===== config.mk =====
export PLATFORM = sky130hd
export DESIGN_NAME = irqf_top
export DESIGN_NICKNAME = d
export VERILOG_FILES = /design/src/irqf_pkg.sv /design/src/irqf_edge_det.sv /design/src/irqf_timer.sv /design/src/irqf_top.sv
export SDC_FILE = /design/constraint.sdc
export NUM_CORES = 1
export LEC_CHECK = 0
export BUFFER_PORTS_ARGS = -buffer_cell sky130_fd_sc_hd__buf_2
export CORE_ASPECT_RATIO = 0.7
export CORE_MARGIN = 5
export CORE_UTILIZATION = 45
export DETAILED_ROUTE_END_ITERATION = 7
export PLACE_DENSITY_LB_ADDON = 0.2
export SETUP_SLACK_MARGIN = 0.4
export SLEW_MARGIN = 20
export SYNTH_ARGS = -nofsm -noshare
export SYNTH_HDL_FRONTEND = slang
export SYNTH_SLANG_ARGS = --single-unit

===== constraint.sdc =====
create_clock -name aclk -period 2.6 [get_ports aclk]
set_input_delay 0.78 -clock aclk [delete_from_list [all_inputs] [get_ports aclk]]
set_output_delay 0.78 -clock aclk [all_outputs]
set_load 0.02 [all_outputs]

===== src/irqf_pkg.sv =====
// package for the interrupt request flag block: offsets, fields, reset values
// assumes a 32-bit AXI4-Lite register bus with byte addresses
package irqf_pkg;
    // register word indices; the byte address is four times the index
    localparam logic [7:0] IRQF_IDX_REQ1 = 8'hF6;
    localparam logic [7:0] IRQF_IDX_WAKE = 8'hF7;
    localparam logic [7:0] IRQF_IDX_MASK1 = 8'hF8;
    localparam logic [7:0] IRQF_IDX_WAKE_MASK = 8'hF9;
    localparam logic [7:0] IRQF_IDX_PIN_CFG = 8'hFA;
    localparam logic [7:0] IRQF_IDX_WAKE_CFG = 8'hFB;
    localparam logic [7:0] IRQF_IDX_EDGE_SEL = 8'hFC;
    localparam logic [7:0] IRQF_IDX_TIMER = 8'hFD;
    // field positions in the first request register, then the external and wake pin counts
    localparam int IRQF_BIT_TIMER = 7;
    localparam int IRQF_BIT_SERIAL1 = 6;
    localparam int IRQF_BIT_FIXED = 5;
    localparam int IRQF_NUM_EXT = 5;
    localparam int IRQF_NUM_WAKE = 8;
    // reset values and the timer maximum
    localparam logic [7:0] IRQF_RST_REQ1 = 8'h20;
    localparam logic [7:0] IRQF_RST_WAKE = 8'h00;
    localparam logic [7:0] IRQF_RST_CFG = 8'h00;
    localparam logic [7:0] IRQF_TIMER_MAX = 8'hFF;
    // bus responses
    localparam logic [1:0] IRQF_RESP_OKAY = 2'h0;
    localparam logic [1:0] IRQF_RESP_SLVERR = 2'h2;
    // write channel states
    typedef enum logic [2:0] {
        IRQF_W_IDLE = 3'b001,
        IRQF_W_RESP = 3'b010,
        IRQF_W_HOLD = 3'b100
    } irqf_wstate_t;
endpackage


===== src/irqf_edge_det.sv =====
// edge detector for one group of pins: two-flop sync then edge compare
// assumes pins are asynchronous to aclk
`timescale 1ns/1ps
module irqf_edge_det #(
    parameter int N = 8
) (
    input wire logic aclk,
    input wire logic aresetn,
    input wire logic [N-1:0] pin,
    input wire logic [N-1:0] rise_sel,
    output logic [N-1:0] edge_hit
);
    logic [N-1:0] meta_q;
    logic [N-1:0] sync_q;
    logic [N-1:0] last_q;
    // synchroniser and history; pins idle high
    always_ff @(posedge aclk) begin
        if (!aresetn) begin
            meta_q <= '1;
            sync_q <= '1;
            last_q <= '1;
        end else begin
            meta_q <= pin;
            sync_q <= meta_q;
            last_q <= sync_q;
        end
    end
    // per pin edge choice
    genvar i;
    generate
        for (i = 0; i < N; i++) begin : g_pin
            assign edge_hit[i] = rise_sel[i] ? (sync_q[i] & ~last_q[i])
                                             : (~sync_q[i] & last_q[i]);
        end
    endgenerate
endmodule


===== src/irqf_timer.sv =====
// 8-bit free counter that pulses on wrap from max to zero
// assumes a one-cycle count enable from the surrounding logic
`timescale 1ns/1ps
module irqf_timer (
    input wire logic aclk,
    input wire logic aresetn,
    input wire logic count_en,
    output logic [7:0] count,
    output logic wrap
);
    logic [7:0] count_q;
    // count and wrap detect
    always_ff @(posedge aclk) begin
        if (!aresetn) begin
            count_q <= 8'h00;
        end else if (count_en) begin
            count_q <= count_q + 8'h01;
        end
    end
    assign wrap = count_en && (count_q == irqf_pkg::IRQF_TIMER_MAX);
    assign count = count_q;
endmodule


===== src/irqf_top.sv =====
// interrupt request flags with AXI4-Lite register access
// assumes pins asynchronous, serial done pulse and tick on aclk
//
// Decided for this implementation: the AXI4-Lite slave port.
`timescale 1ns/1ps
module irqf_top (
    input wire logic aclk,
    input wire logic aresetn,
    input wire logic [31:0] s_axi_awaddr,
    input wire logic s_axi_awvalid,
    output logic s_axi_awready,
    input wire logic [31:0] s_axi_wdata,
    input wire logic [3:0] s_axi_wstrb,
    input wire logic s_axi_wvalid,
    output logic s_axi_wready,
    output logic [1:0] s_axi_bresp,
    output logic s_axi_bvalid,
    input wire logic s_axi_bready,
    input wire logic [31:0] s_axi_araddr,
    input wire logic s_axi_arvalid,
    output logic s_axi_arready,
    output logic [31:0] s_axi_rdata,
    output logic [1:0] s_axi_rresp,
    output logic s_axi_rvalid,
    input wire logic s_axi_rready,
    input wire logic [4:0] external_irq_pin,
    input wire logic [7:0] wake_pin,
    input wire logic serial1_done,
    input wire logic timer_tick,
    output logic irq
);
    localparam int NE = irqf_pkg::IRQF_NUM_EXT;
    localparam int NW = irqf_pkg::IRQF_NUM_WAKE;

    logic [7:0] req1_q;
    logic [7:0] wake_q;
    logic [7:0] mask1_q;
    logic [7:0] wmask_q;
    logic [7:0] pin_cfg_q;
    logic [7:0] wake_cfg_q;
    logic [7:0] edge_sel_q;
    logic irq_q;
    logic awready_q;
    logic wready_q;
    logic bvalid_q;
    logic [1:0] bresp_q;
    logic arready_q;
    logic rvalid_q;
    logic [31:0] rdata_q;
    logic [1:0] rresp_q;
    logic [31:0] awaddr_q;
    logic [31:0] wdata_q;
    logic [3:0] wstrb_q;
    logic have_aw_q;
    logic have_w_q;
    irqf_pkg::irqf_wstate_t wstate_q;
    logic wr_fire;
    logic [7:0] wr_byte;
    logic wr_lane;
    logic [7:0] aw_word;
    logic [7:0] ar_word;
    logic [NE-1:0] ext_hit;
    logic [NW-1:0] wake_hit;
    logic tmr_wrap;
    logic [7:0] tmr_count;
    logic ser_meta_q;
    logic ser_sync_q;
    logic ser_last_q;
    logic [7:0] clr1;
    logic [7:0] clrw;
    logic [7:0] set1;

    // pin edge detection, external pins follow their select bit
    irqf_edge_det #(.N(NE)) u_ext (
        .aclk(aclk),
        .aresetn(aresetn),
        .pin(external_irq_pin),
        .rise_sel(edge_sel_q[NE-1:0]),
        .edge_hit(ext_hit)
    );
    // wake pins always falling
    irqf_edge_det #(.N(NW)) u_wake (
        .aclk(aclk),
        .aresetn(aresetn),
        .pin(wake_pin),
        .rise_sel(8'h00),
        .edge_hit(wake_hit)
    );
    irqf_timer u_tmr (
        .aclk(aclk),
        .aresetn(aresetn),
        .count_en(timer_tick),
        .count(tmr_count),
        .wrap(tmr_wrap)
    );

    // serial done may come from a slower domain: sync and detect rise
    always_ff @(posedge aclk) begin
        if (!aresetn) begin
            ser_meta_q <= 1'b0;
            ser_sync_q <= 1'b0;
            ser_last_q <= 1'b0;
        end else begin
            ser_meta_q <= serial1_done;
            ser_sync_q <= ser_meta_q;
            ser_last_q <= ser_sync_q;
        end
    end

    // write and read address decode: byte offset = index * 4
    assign aw_word = awaddr_q[9:2];
    assign ar_word = s_axi_araddr[9:2];
    assign wr_fire = have_aw_q && have_w_q && (wstate_q == irqf_pkg::IRQF_W_IDLE);
    assign wr_lane = wstrb_q[0];
    assign wr_byte = wdata_q[7:0];

    // write channel capture, either order
    always_ff @(posedge aclk) begin
        if (!aresetn) begin
            awready_q <= 1'b1;
            wready_q <= 1'b1;
            have_aw_q <= 1'b0;
            have_w_q <= 1'b0;
            awaddr_q <= 32'h0000_0000;
            wdata_q <= 32'h0000_0000;
            wstrb_q <= 4'h0;
        end else begin
            if (s_axi_awvalid && awready_q) begin
                awaddr_q <= s_axi_awaddr;
                have_aw_q <= 1'b1;
                awready_q <= 1'b0;
            end else if (wr_fire) begin
                have_aw_q <= 1'b0;
            end
            if (s_axi_wvalid && wready_q) begin
                wdata_q <= s_axi_wdata;
                wstrb_q <= s_axi_wstrb;
                have_w_q <= 1'b1;
                wready_q <= 1'b0;
            end else if (wr_fire) begin
                have_w_q <= 1'b0;
            end
            if (s_axi_bvalid && s_axi_bready) begin
                awready_q <= 1'b1;
                wready_q <= 1'b1;
            end
        end
    end

    // write response state machine
    always_ff @(posedge aclk) begin
        if (!aresetn) begin
            wstate_q <= irqf_pkg::IRQF_W_IDLE;
            bvalid_q <= 1'b0;
            bresp_q <= irqf_pkg::IRQF_RESP_OKAY;
        end else begin
            case (wstate_q)
                irqf_pkg::IRQF_W_IDLE: begin
                    if (wr_fire) begin
                        bvalid_q <= 1'b1;
                        bresp_q <= (aw_word >= irqf_pkg::IRQF_IDX_REQ1 &&
                                    aw_word <= irqf_pkg::IRQF_IDX_EDGE_SEL) ?
                                   irqf_pkg::IRQF_RESP_OKAY : irqf_pkg::IRQF_RESP_SLVERR;
                        wstate_q <= irqf_pkg::IRQF_W_RESP;
                    end
                end
                irqf_pkg::IRQF_W_RESP: begin
                    if (s_axi_bready) begin
                        bvalid_q <= 1'b0;
                        wstate_q <= irqf_pkg::IRQF_W_HOLD;
                    end
                end
                irqf_pkg::IRQF_W_HOLD: begin
                    wstate_q <= irqf_pkg::IRQF_W_IDLE;
                end
                default: begin
                    wstate_q <= irqf_pkg::IRQF_W_IDLE;
                    bvalid_q <= 1'b0;
                end
            endcase
        end
    end

    // software clear masks: a zero written clears, a one does nothing
    assign clr1 = (wr_fire && wr_lane && aw_word == irqf_pkg::IRQF_IDX_REQ1) ?
                  ~wr_byte : 8'h00;
    assign clrw = (wr_fire && wr_lane && aw_word == irqf_pkg::IRQF_IDX_WAKE) ?
                  ~wr_byte : 8'h00;

    // hardware set sources for the first request register
    always_comb begin
        set1 = 8'h00;
        set1[irqf_pkg::IRQF_BIT_TIMER] = tmr_wrap;
        set1[irqf_pkg::IRQF_BIT_SERIAL1] = ser_sync_q & ~ser_last_q;
        set1[NE-1:0] = ext_hit & pin_cfg_q[NE-1:0];
    end

    // first request register: set wins over clear, bit 5 fixed at one
    always_ff @(posedge aclk) begin
        if (!aresetn) begin
            req1_q <= irqf_pkg::IRQF_RST_REQ1;
        end else begin
            req1_q <= (req1_q & ~clr1) | set1;
            req1_q[irqf_pkg::IRQF_BIT_FIXED] <= 1'b1;
        end
    end

    // wake register: eight independent flags, set wins over clear
    always_ff @(posedge aclk) begin
        if (!aresetn) begin
            wake_q <= irqf_pkg::IRQF_RST_WAKE;
        end else begin
            wake_q <= (wake_q & ~clrw) | (wake_hit & wake_cfg_q);
        end
    end

    // plain configuration registers
    always_ff @(posedge aclk) begin
        if (!aresetn) begin
            mask1_q <= irqf_pkg::IRQF_RST_CFG;
            wmask_q <= irqf_pkg::IRQF_RST_CFG;
            pin_cfg_q <= irqf_pkg::IRQF_RST_CFG;
            wake_cfg_q <= irqf_pkg::IRQF_RST_CFG;
            edge_sel_q <= irqf_pkg::IRQF_RST_CFG;
        end else if (wr_fire && wr_lane) begin
            case (aw_word)
                irqf_pkg::IRQF_IDX_MASK1: mask1_q <= wr_byte;
                irqf_pkg::IRQF_IDX_WAKE_MASK: wmask_q <= wr_byte;
                irqf_pkg::IRQF_IDX_PIN_CFG: pin_cfg_q <= wr_byte;
                irqf_pkg::IRQF_IDX_WAKE_CFG: wake_cfg_q <= wr_byte;
                irqf_pkg::IRQF_IDX_EDGE_SEL: edge_sel_q <= wr_byte;
                default: mask1_q <= mask1_q;
            endcase
        end
    end

    // interrupt level: any unmasked flag, fixed bit excluded
    always_ff @(posedge aclk) begin
        if (!aresetn) begin
            irq_q <= 1'b0;
        end else begin
            irq_q <= |(req1_q & mask1_q & ~(8'h01 << irqf_pkg::IRQF_BIT_FIXED)) |
                     |(wake_q & wmask_q);
        end
    end

    // read channel: one read at a time, answer one cycle after address
    always_ff @(posedge aclk) begin
        if (!aresetn) begin
            arready_q <= 1'b1;
            rvalid_q <= 1'b0;
            rdata_q <= 32'h0000_0000;
            rresp_q <= irqf_pkg::IRQF_RESP_OKAY;
        end else if (s_axi_arvalid && arready_q) begin
            arready_q <= 1'b0;
            rvalid_q <= 1'b1;
            rresp_q <= irqf_pkg::IRQF_RESP_OKAY;
            case (ar_word)
                irqf_pkg::IRQF_IDX_REQ1: rdata_q <= {24'h000000, req1_q};
                irqf_pkg::IRQF_IDX_WAKE: rdata_q <= {24'h000000, wake_q};
                irqf_pkg::IRQF_IDX_MASK1: rdata_q <= {24'h000000, mask1_q};
                irqf_pkg::IRQF_IDX_WAKE_MASK: rdata_q <= {24'h000000, wmask_q};
                irqf_pkg::IRQF_IDX_PIN_CFG: rdata_q <= {24'h000000, pin_cfg_q};
                irqf_pkg::IRQF_IDX_WAKE_CFG: rdata_q <= {24'h000000, wake_cfg_q};
                irqf_pkg::IRQF_IDX_EDGE_SEL: rdata_q <= {24'h000000, edge_sel_q};
                irqf_pkg::IRQF_IDX_TIMER: rdata_q <= {24'h000000, tmr_count};
                default: begin
                    rdata_q <= 32'h0000_0000;
                    rresp_q <= irqf_pkg::IRQF_RESP_SLVERR;
                end
            endcase
        end else if (rvalid_q && s_axi_rready) begin
            rvalid_q <= 1'b0;
            arready_q <= 1'b1;
        end
    end

    assign s_axi_awready = awready_q;
    assign s_axi_wready = wready_q;
    assign s_axi_bvalid = bvalid_q;
    assign s_axi_bresp = bresp_q;
    assign s_axi_arready = arready_q;
    assign s_axi_rvalid = rvalid_q;
    assign s_axi_rdata = rdata_q;
    assign s_axi_rresp = rresp_q;
    assign irq = irq_q;

    // checks
    a_zero_clears_ext: assert property (@(posedge aclk) disable iff (!aresetn)
        (clr1[0] && !set1[0]) |=> !req1_q[0])
        else $error("ext flag not cleared by zero write");
    a_serial_sets: assert property (@(posedge aclk) disable iff (!aresetn)
        (ser_sync_q && !ser_last_q) |=> req1_q[irqf_pkg::IRQF_BIT_SERIAL1])
        else $error("serial flag not set");
    a_one_no_set: assert property (@(posedge aclk) disable iff (!aresetn)
        (!wake_q[3] && !(wake_hit[3] && wake_cfg_q[3])) |=> !wake_q[3])
        else $error("wake flag set without edge");
    a_wake_falls: assert property (@(posedge aclk) disable iff (!aresetn)
        (wake_cfg_q[0] && $fell(wake_pin[0]) ##2 wake_cfg_q[0]) |=> wake_q[0])
        else $error("wake edge not caught");
    a_wake_sets: assert property (@(posedge aclk) disable iff (!aresetn)
        (wake_hit[0] && wake_cfg_q[0]) |=> wake_q[0])
        else $error("wake flag missed");
    a_wake_clear: assert property (@(posedge aclk) disable iff (!aresetn)
        (clrw[1] && !wake_hit[1]) |=> !wake_q[1])
        else $error("wake flag not cleared");
    a_fixed_bit: assert property (@(posedge aclk) disable iff (!aresetn)
        req1_q[irqf_pkg::IRQF_BIT_FIXED])
        else $error("fixed bit lost");
    a_ext_edge: assert property (@(posedge aclk) disable iff (!aresetn)
        (ext_hit[2] && pin_cfg_q[2]) |=> req1_q[2])
        else $error("ext edge not flagged");
    a_timer_wrap: assert property (@(posedge aclk) disable iff (!aresetn)
        tmr_wrap |=> (req1_q[irqf_pkg::IRQF_BIT_TIMER] && tmr_count == 8'h00))
        else $error("timer wrap not flagged");
    a_ext_no_set: assert property (@(posedge aclk) disable iff (!aresetn)
        (set1[NE-1:0] == 5'h00) |=> ((req1_q[NE-1:0] & ~$past(req1_q[NE-1:0])) == 5'h00))
        else $error("ext flag set without edge");
    // bus and interrupt output checks
    a_timer_ro: assert property (@(posedge aclk) disable iff (!aresetn)
        (wr_fire && aw_word == irqf_pkg::IRQF_IDX_TIMER) |=>
        (bvalid_q && bresp_q == irqf_pkg::IRQF_RESP_SLVERR))
        else $error("timer write not refused");
    a_irq_wake: assert property (@(posedge aclk) disable iff (!aresetn)
        (|(wake_q & wmask_q)) |=> irq_q)
        else $error("irq low with unmasked wake flag");
    a_rvalid_hold: assert property (@(posedge aclk) disable iff (!aresetn)
        (rvalid_q && !s_axi_rready) |=> (rvalid_q && $stable(rdata_q)))
        else $error("read answer dropped early");
    a_bvalid_hold: assert property (@(posedge aclk) disable iff (!aresetn)
        (bvalid_q && !s_axi_bready) |=> (bvalid_q && $stable(bresp_q)))
        else $error("write answer dropped early");
    c_irq_rise: cover property (@(posedge aclk) disable iff (!aresetn) $rose(irq_q));
    c_serial_flag: cover property (@(posedge aclk) disable iff (!aresetn) $rose(req1_q[6]));
    c_timer_flag: cover property (@(posedge aclk) disable iff (!aresetn) $rose(req1_q[7]));
    c_wake_flag: cover property (@(posedge aclk) disable iff (!aresetn) $rose(wake_q[0]));
    c_write_done: cover property (@(posedge aclk) disable iff (!aresetn)
        bvalid_q && s_axi_bready);
endmodule

==> results.py <==
metrics = {
    "run_status": {
        "status": "complete, no violations",
    },
    "detailed_routing": {
        "wl_per_cell_um": 16.8,
        "antenna_left": 0,
        "dr_total_vias": 4559,
        "totalWireLength_mm": 14.4,
        "remaining_drc_errors": 0,
        "drtIter0Drc": 331,
        "vias_per_cell": 5.31,
        "drt-pass1-iter-count": 5,
    },
    "sta": {
        "final_hold_viol_count": 0,
        "post-route-min-period_ps": 2060,
        "finalCritPeriodShare": 0.791,
        "slew_viol_final": 0,
        "rsz0062_at_grt": "no",
        "fin_tns_setup_ps": 0,
        "max_freq_ghz": 0.486,
        "clock_skew_ps": 9.13,
        "slew-limit-headroom": 0.530,
        "setup_ws_ps": 542,
        "timing.hold.ws_ps": 405,
        "worst_pin_slew_ps": 703,
        "setup_violations": 0,
    },
    "layout": {
        "layout_commonest_cell": "dfxtp_1",
        "area_growth_pct": 16.8,
        "layout.cells.non_filler": 859,
        "finalInstanceArea_mm2": 0.00694,
        "diodes": 0,
        "fin_util": 0.532,
        "nFillCells": 1140,
        "layout_common_cells": "dfxtp_1, nand2_1, mux2i_1, buf_2, nand2b_1",
        "drive_gt1_frac": 0.177,
        "nets": 803,
    },
    "synthesis": {
        "yosys_register_bits": 143,
        "ys_seq_area_frac": 0.482,
        "synth_edf_count": 0,
        "synth_xor_area_frac": 0.00737,
        "synth_cells": 619,
        "synthArstFlopShare": 0,
        "synthDistinctLibCells": 53,
        "avgSynthCellArea_um2": 9.60,
        "synth_area_mm2": 0.00594,
        "synth-simple-area-share": 0.198,
        "synth_fa_ha_area_frac": 0.00211,
        "ys.flop_type": "dfxtp_1",
        "synth_compound_area_frac": 0.133,
        "synth_top_family_by_area": "simple AND/OR/NAND/NOR gates",
        "yosysWarnings": 0,
        "synth.area.mux_share": 0.120,
    },
    "hold_path": {
        "hold_end": "u_wake.sync_q[4]$_SDFF_PN1_",
        "min_path_type": "register to register",
        "hold_depth": 1,
        "worstHoldStart": "u_wake.meta_q[4]$_SDFF_PN1_",
    },
    "die": {
        "die_y_um": 106,
        "start_util": 0.455,
        "rows": 35,
        "coreArea_mm2": 0.0131,
        "die-area_mm2": 0.0156,
        "fp.dieW_um": 147,
        "io_pins": 164,
    },
    "clock_tree": {
        "htree_num_levels": 4,
        "cts_sinks": 143,
        "clock_latency_ps": 420,
        "holdBufCountCts": 0,
        "cts_resized": 0,
        "clk_pin_slew_worst_paths_ps": 60,
        "cts_buffers": 17,
        "post-cts-setup-buffers": 0,
        "cts_max_path_buffers": 2,
        "cts_tree": "built",
        "cts_root_buf": "clkbuf_16",
    },
    "place": {
        "dp_hpwl_mm": 10.2,
        "placed_cell_area_mm2": 0.00632,
        "place_congestion": 0.856,
        "dp.cells": 827,
        "place_ws_ps": 366,
        "portBuffers": 62,
    },
    "setup_path": {
        "crit_path_end_kind": "register",
        "cp.required_ps": 2880,
        "crit_type": "register to register",
        "r2r_cells": 4,
        "worstReg2RegStart": "wstate_q[0]$_SDFFE_PN1P_",
        "r2r_slack_ps": 540,
        "worstReg2RegEnd": "req1_q[6]$_SDFF_PN0_",
        "startpoint_type": "register",
        "critPathMaxFanout": 7,
        "arrival_ps": 2340,
    },
    "power_and_ir_drop": {
        "p_switching_mw": 1.15,
        "pwr-share-comb": 0.055,
        "netSwitchingFraction": 0.226,
        "powerDensity_mw_per_mm2": 736,
        "clockPowerShare": 0.495,
        "finalPower_mw": 5.11,
        "power.leakage_nw": 2.95,
        "ir_worst_vdd_mv": 0.447,
        "cellInternalPower_mw": 3.96,
        "pwr-share-seq": 0.450,
    },
    "global_routing": {
        "overflow": 0,
        "grt_max_degree": 46,
        "grtUsageTotal": 0.187,
        "antenna_found_initial": 0,
        "grt_pass1_vias": 4420,
        "grt_pass1_wl_mm": 22.8,
    },
    "job": {
        "drv_cap": 0,
    },
}
## cell type report
type | instances | area [um2] | area share
well taps | 166 | 208 | 0.0299
inverters | 4 | 15.0 | 0.00216
clock buffers | 17 | 425 | 0.0613
flip-flops and latches | 143 | 2860 | 0.412
multi-input cells | 441 | 2830 | 0.408
repair buffers | 73 | 408 | 0.0587
clock inverters | 15 | 194 | 0.0279
## registers in the layout, summed over array words and instances, names as in the netlist, 7 cells and up
register and count:
awaddr_q 8, edge_sel_q 8, mask1_q 8, pin_cfg_q 8
req1_q 7, s_axi_rdata 8, u_tmr.count 8, u_wake.last_q 8
u_wake.meta_q 8, u_wake.sync_q 8, wake_cfg_q 8, wake_q 8
wdata_q 8, wmask_q 8
## how the worst max path moves through the flow
| stage | startpoint | end | slack, ps | cells after the start |
|---|---|---|---|---|
| finish | wstate_q[0]$_SDFFE_PN1P_ | req1_q[6]$_SDFF_PN0_ | 540 | 4 |
| CTS | wstate_q[0]$_SDFFE_PN1P_ | req1_q[6]$_SDFF_PN0_ | 560 | 4 |
| detailed placement | s_axi_araddr[2] | s_axi_rdata[0]$_SDFFE_PN0P_ | 370 | 5 |
| global route | wstate_q[0]$_SDFFE_PN1P_ | req1_q[6]$_SDFF_PN0_ | 490 | 4 |
| global placement | s_axi_araddr[2] | s_axi_rdata[4]$_SDFFE_PN0P_ | 380 | 5 |
| floorplan | s_axi_araddr[2] | s_axi_rdata[0]$_SDFFE_PN0P_ | 650 | 6 |
## synth_stat cells (3+ instances only)
| master | number | share of area |
|---|---|---|
| a21boi_0 | 30 | 0.038 |
| a22oi_1 | 6 | 0.0076 |
| and2_1 | 12 | 0.013 |
| and3_1 | 4 | 0.0042 |
| buf_2 | 7 | 0.0059 |
| buf_4 | 27 | 0.034 |
| clkbuf_1 | 20 | 0.013 |
| dfxtp_1 | 143 | 0.48 |
| inv_1 | 4 | 0.0025 |
| mux2i_1 | 71 | 0.12 |
| nand2_1 | 107 | 0.068 |
| nand2b_1 | 41 | 0.043 |
| nand3_1 | 10 | 0.0084 |
| nand3b_1 | 6 | 0.0076 |
| nand4_1 | 5 | 0.0053 |
| nor2_1 | 17 | 0.011 |
| nor2b_1 | 3 | 0.0032 |
| nor3b_1 | 5 | 0.0063 |
| o211ai_2 | 8 | 0.017 |
| o21ai_0 | 26 | 0.022 |
| o21ai_1 | 8 | 0.0067 |
| o22ai_1 | 15 | 0.016 |
| o41ai_1 | 7 | 0.010 |
| xnor2_1 | 4 | 0.0059 |
## power by group through the flow
stage	sequential [mW]	combinational (mW)	clock, mW
2_1_floorplan	2.34	0.217	0
3_3_place_gp	2.34	0.274	0
3_5_place_dp	2.35	0.280	0
4_1_cts	2.30	0.282	2.58
5_1_grt	2.31	0.311	2.69
6_report	2.30	0.281	2.53
## cell families after synthesis
kind of cell | after synthesis
AO/OA/AOI/OAI | 112
AND/OR/NAND/NOR | 226
flip-flops | 143
other | 1
multiplexers | 71
adder cells (fa/ha/maj) | 1
buffers and inverters | 60
XOR/XNOR | 5
## critical path: stages (launching register included)
cell and delay [ps]:
dfxtp_1 430, and4b_1 300, nand4b_1 470, o41ai_1 580
a21boi_0 140
## layer usage
| layer | share of wire | GRT usage |
|---|---|---|
| met5 | 0 | 0 |
| met4 | 0.018 | 0.0705 |
| met3 | 0.068 | 0.0558 |
| met2 | 0.44 | 0.284 |
| met1 | 0.48 | 0.251 |
(Power assumes the default switching activity.)
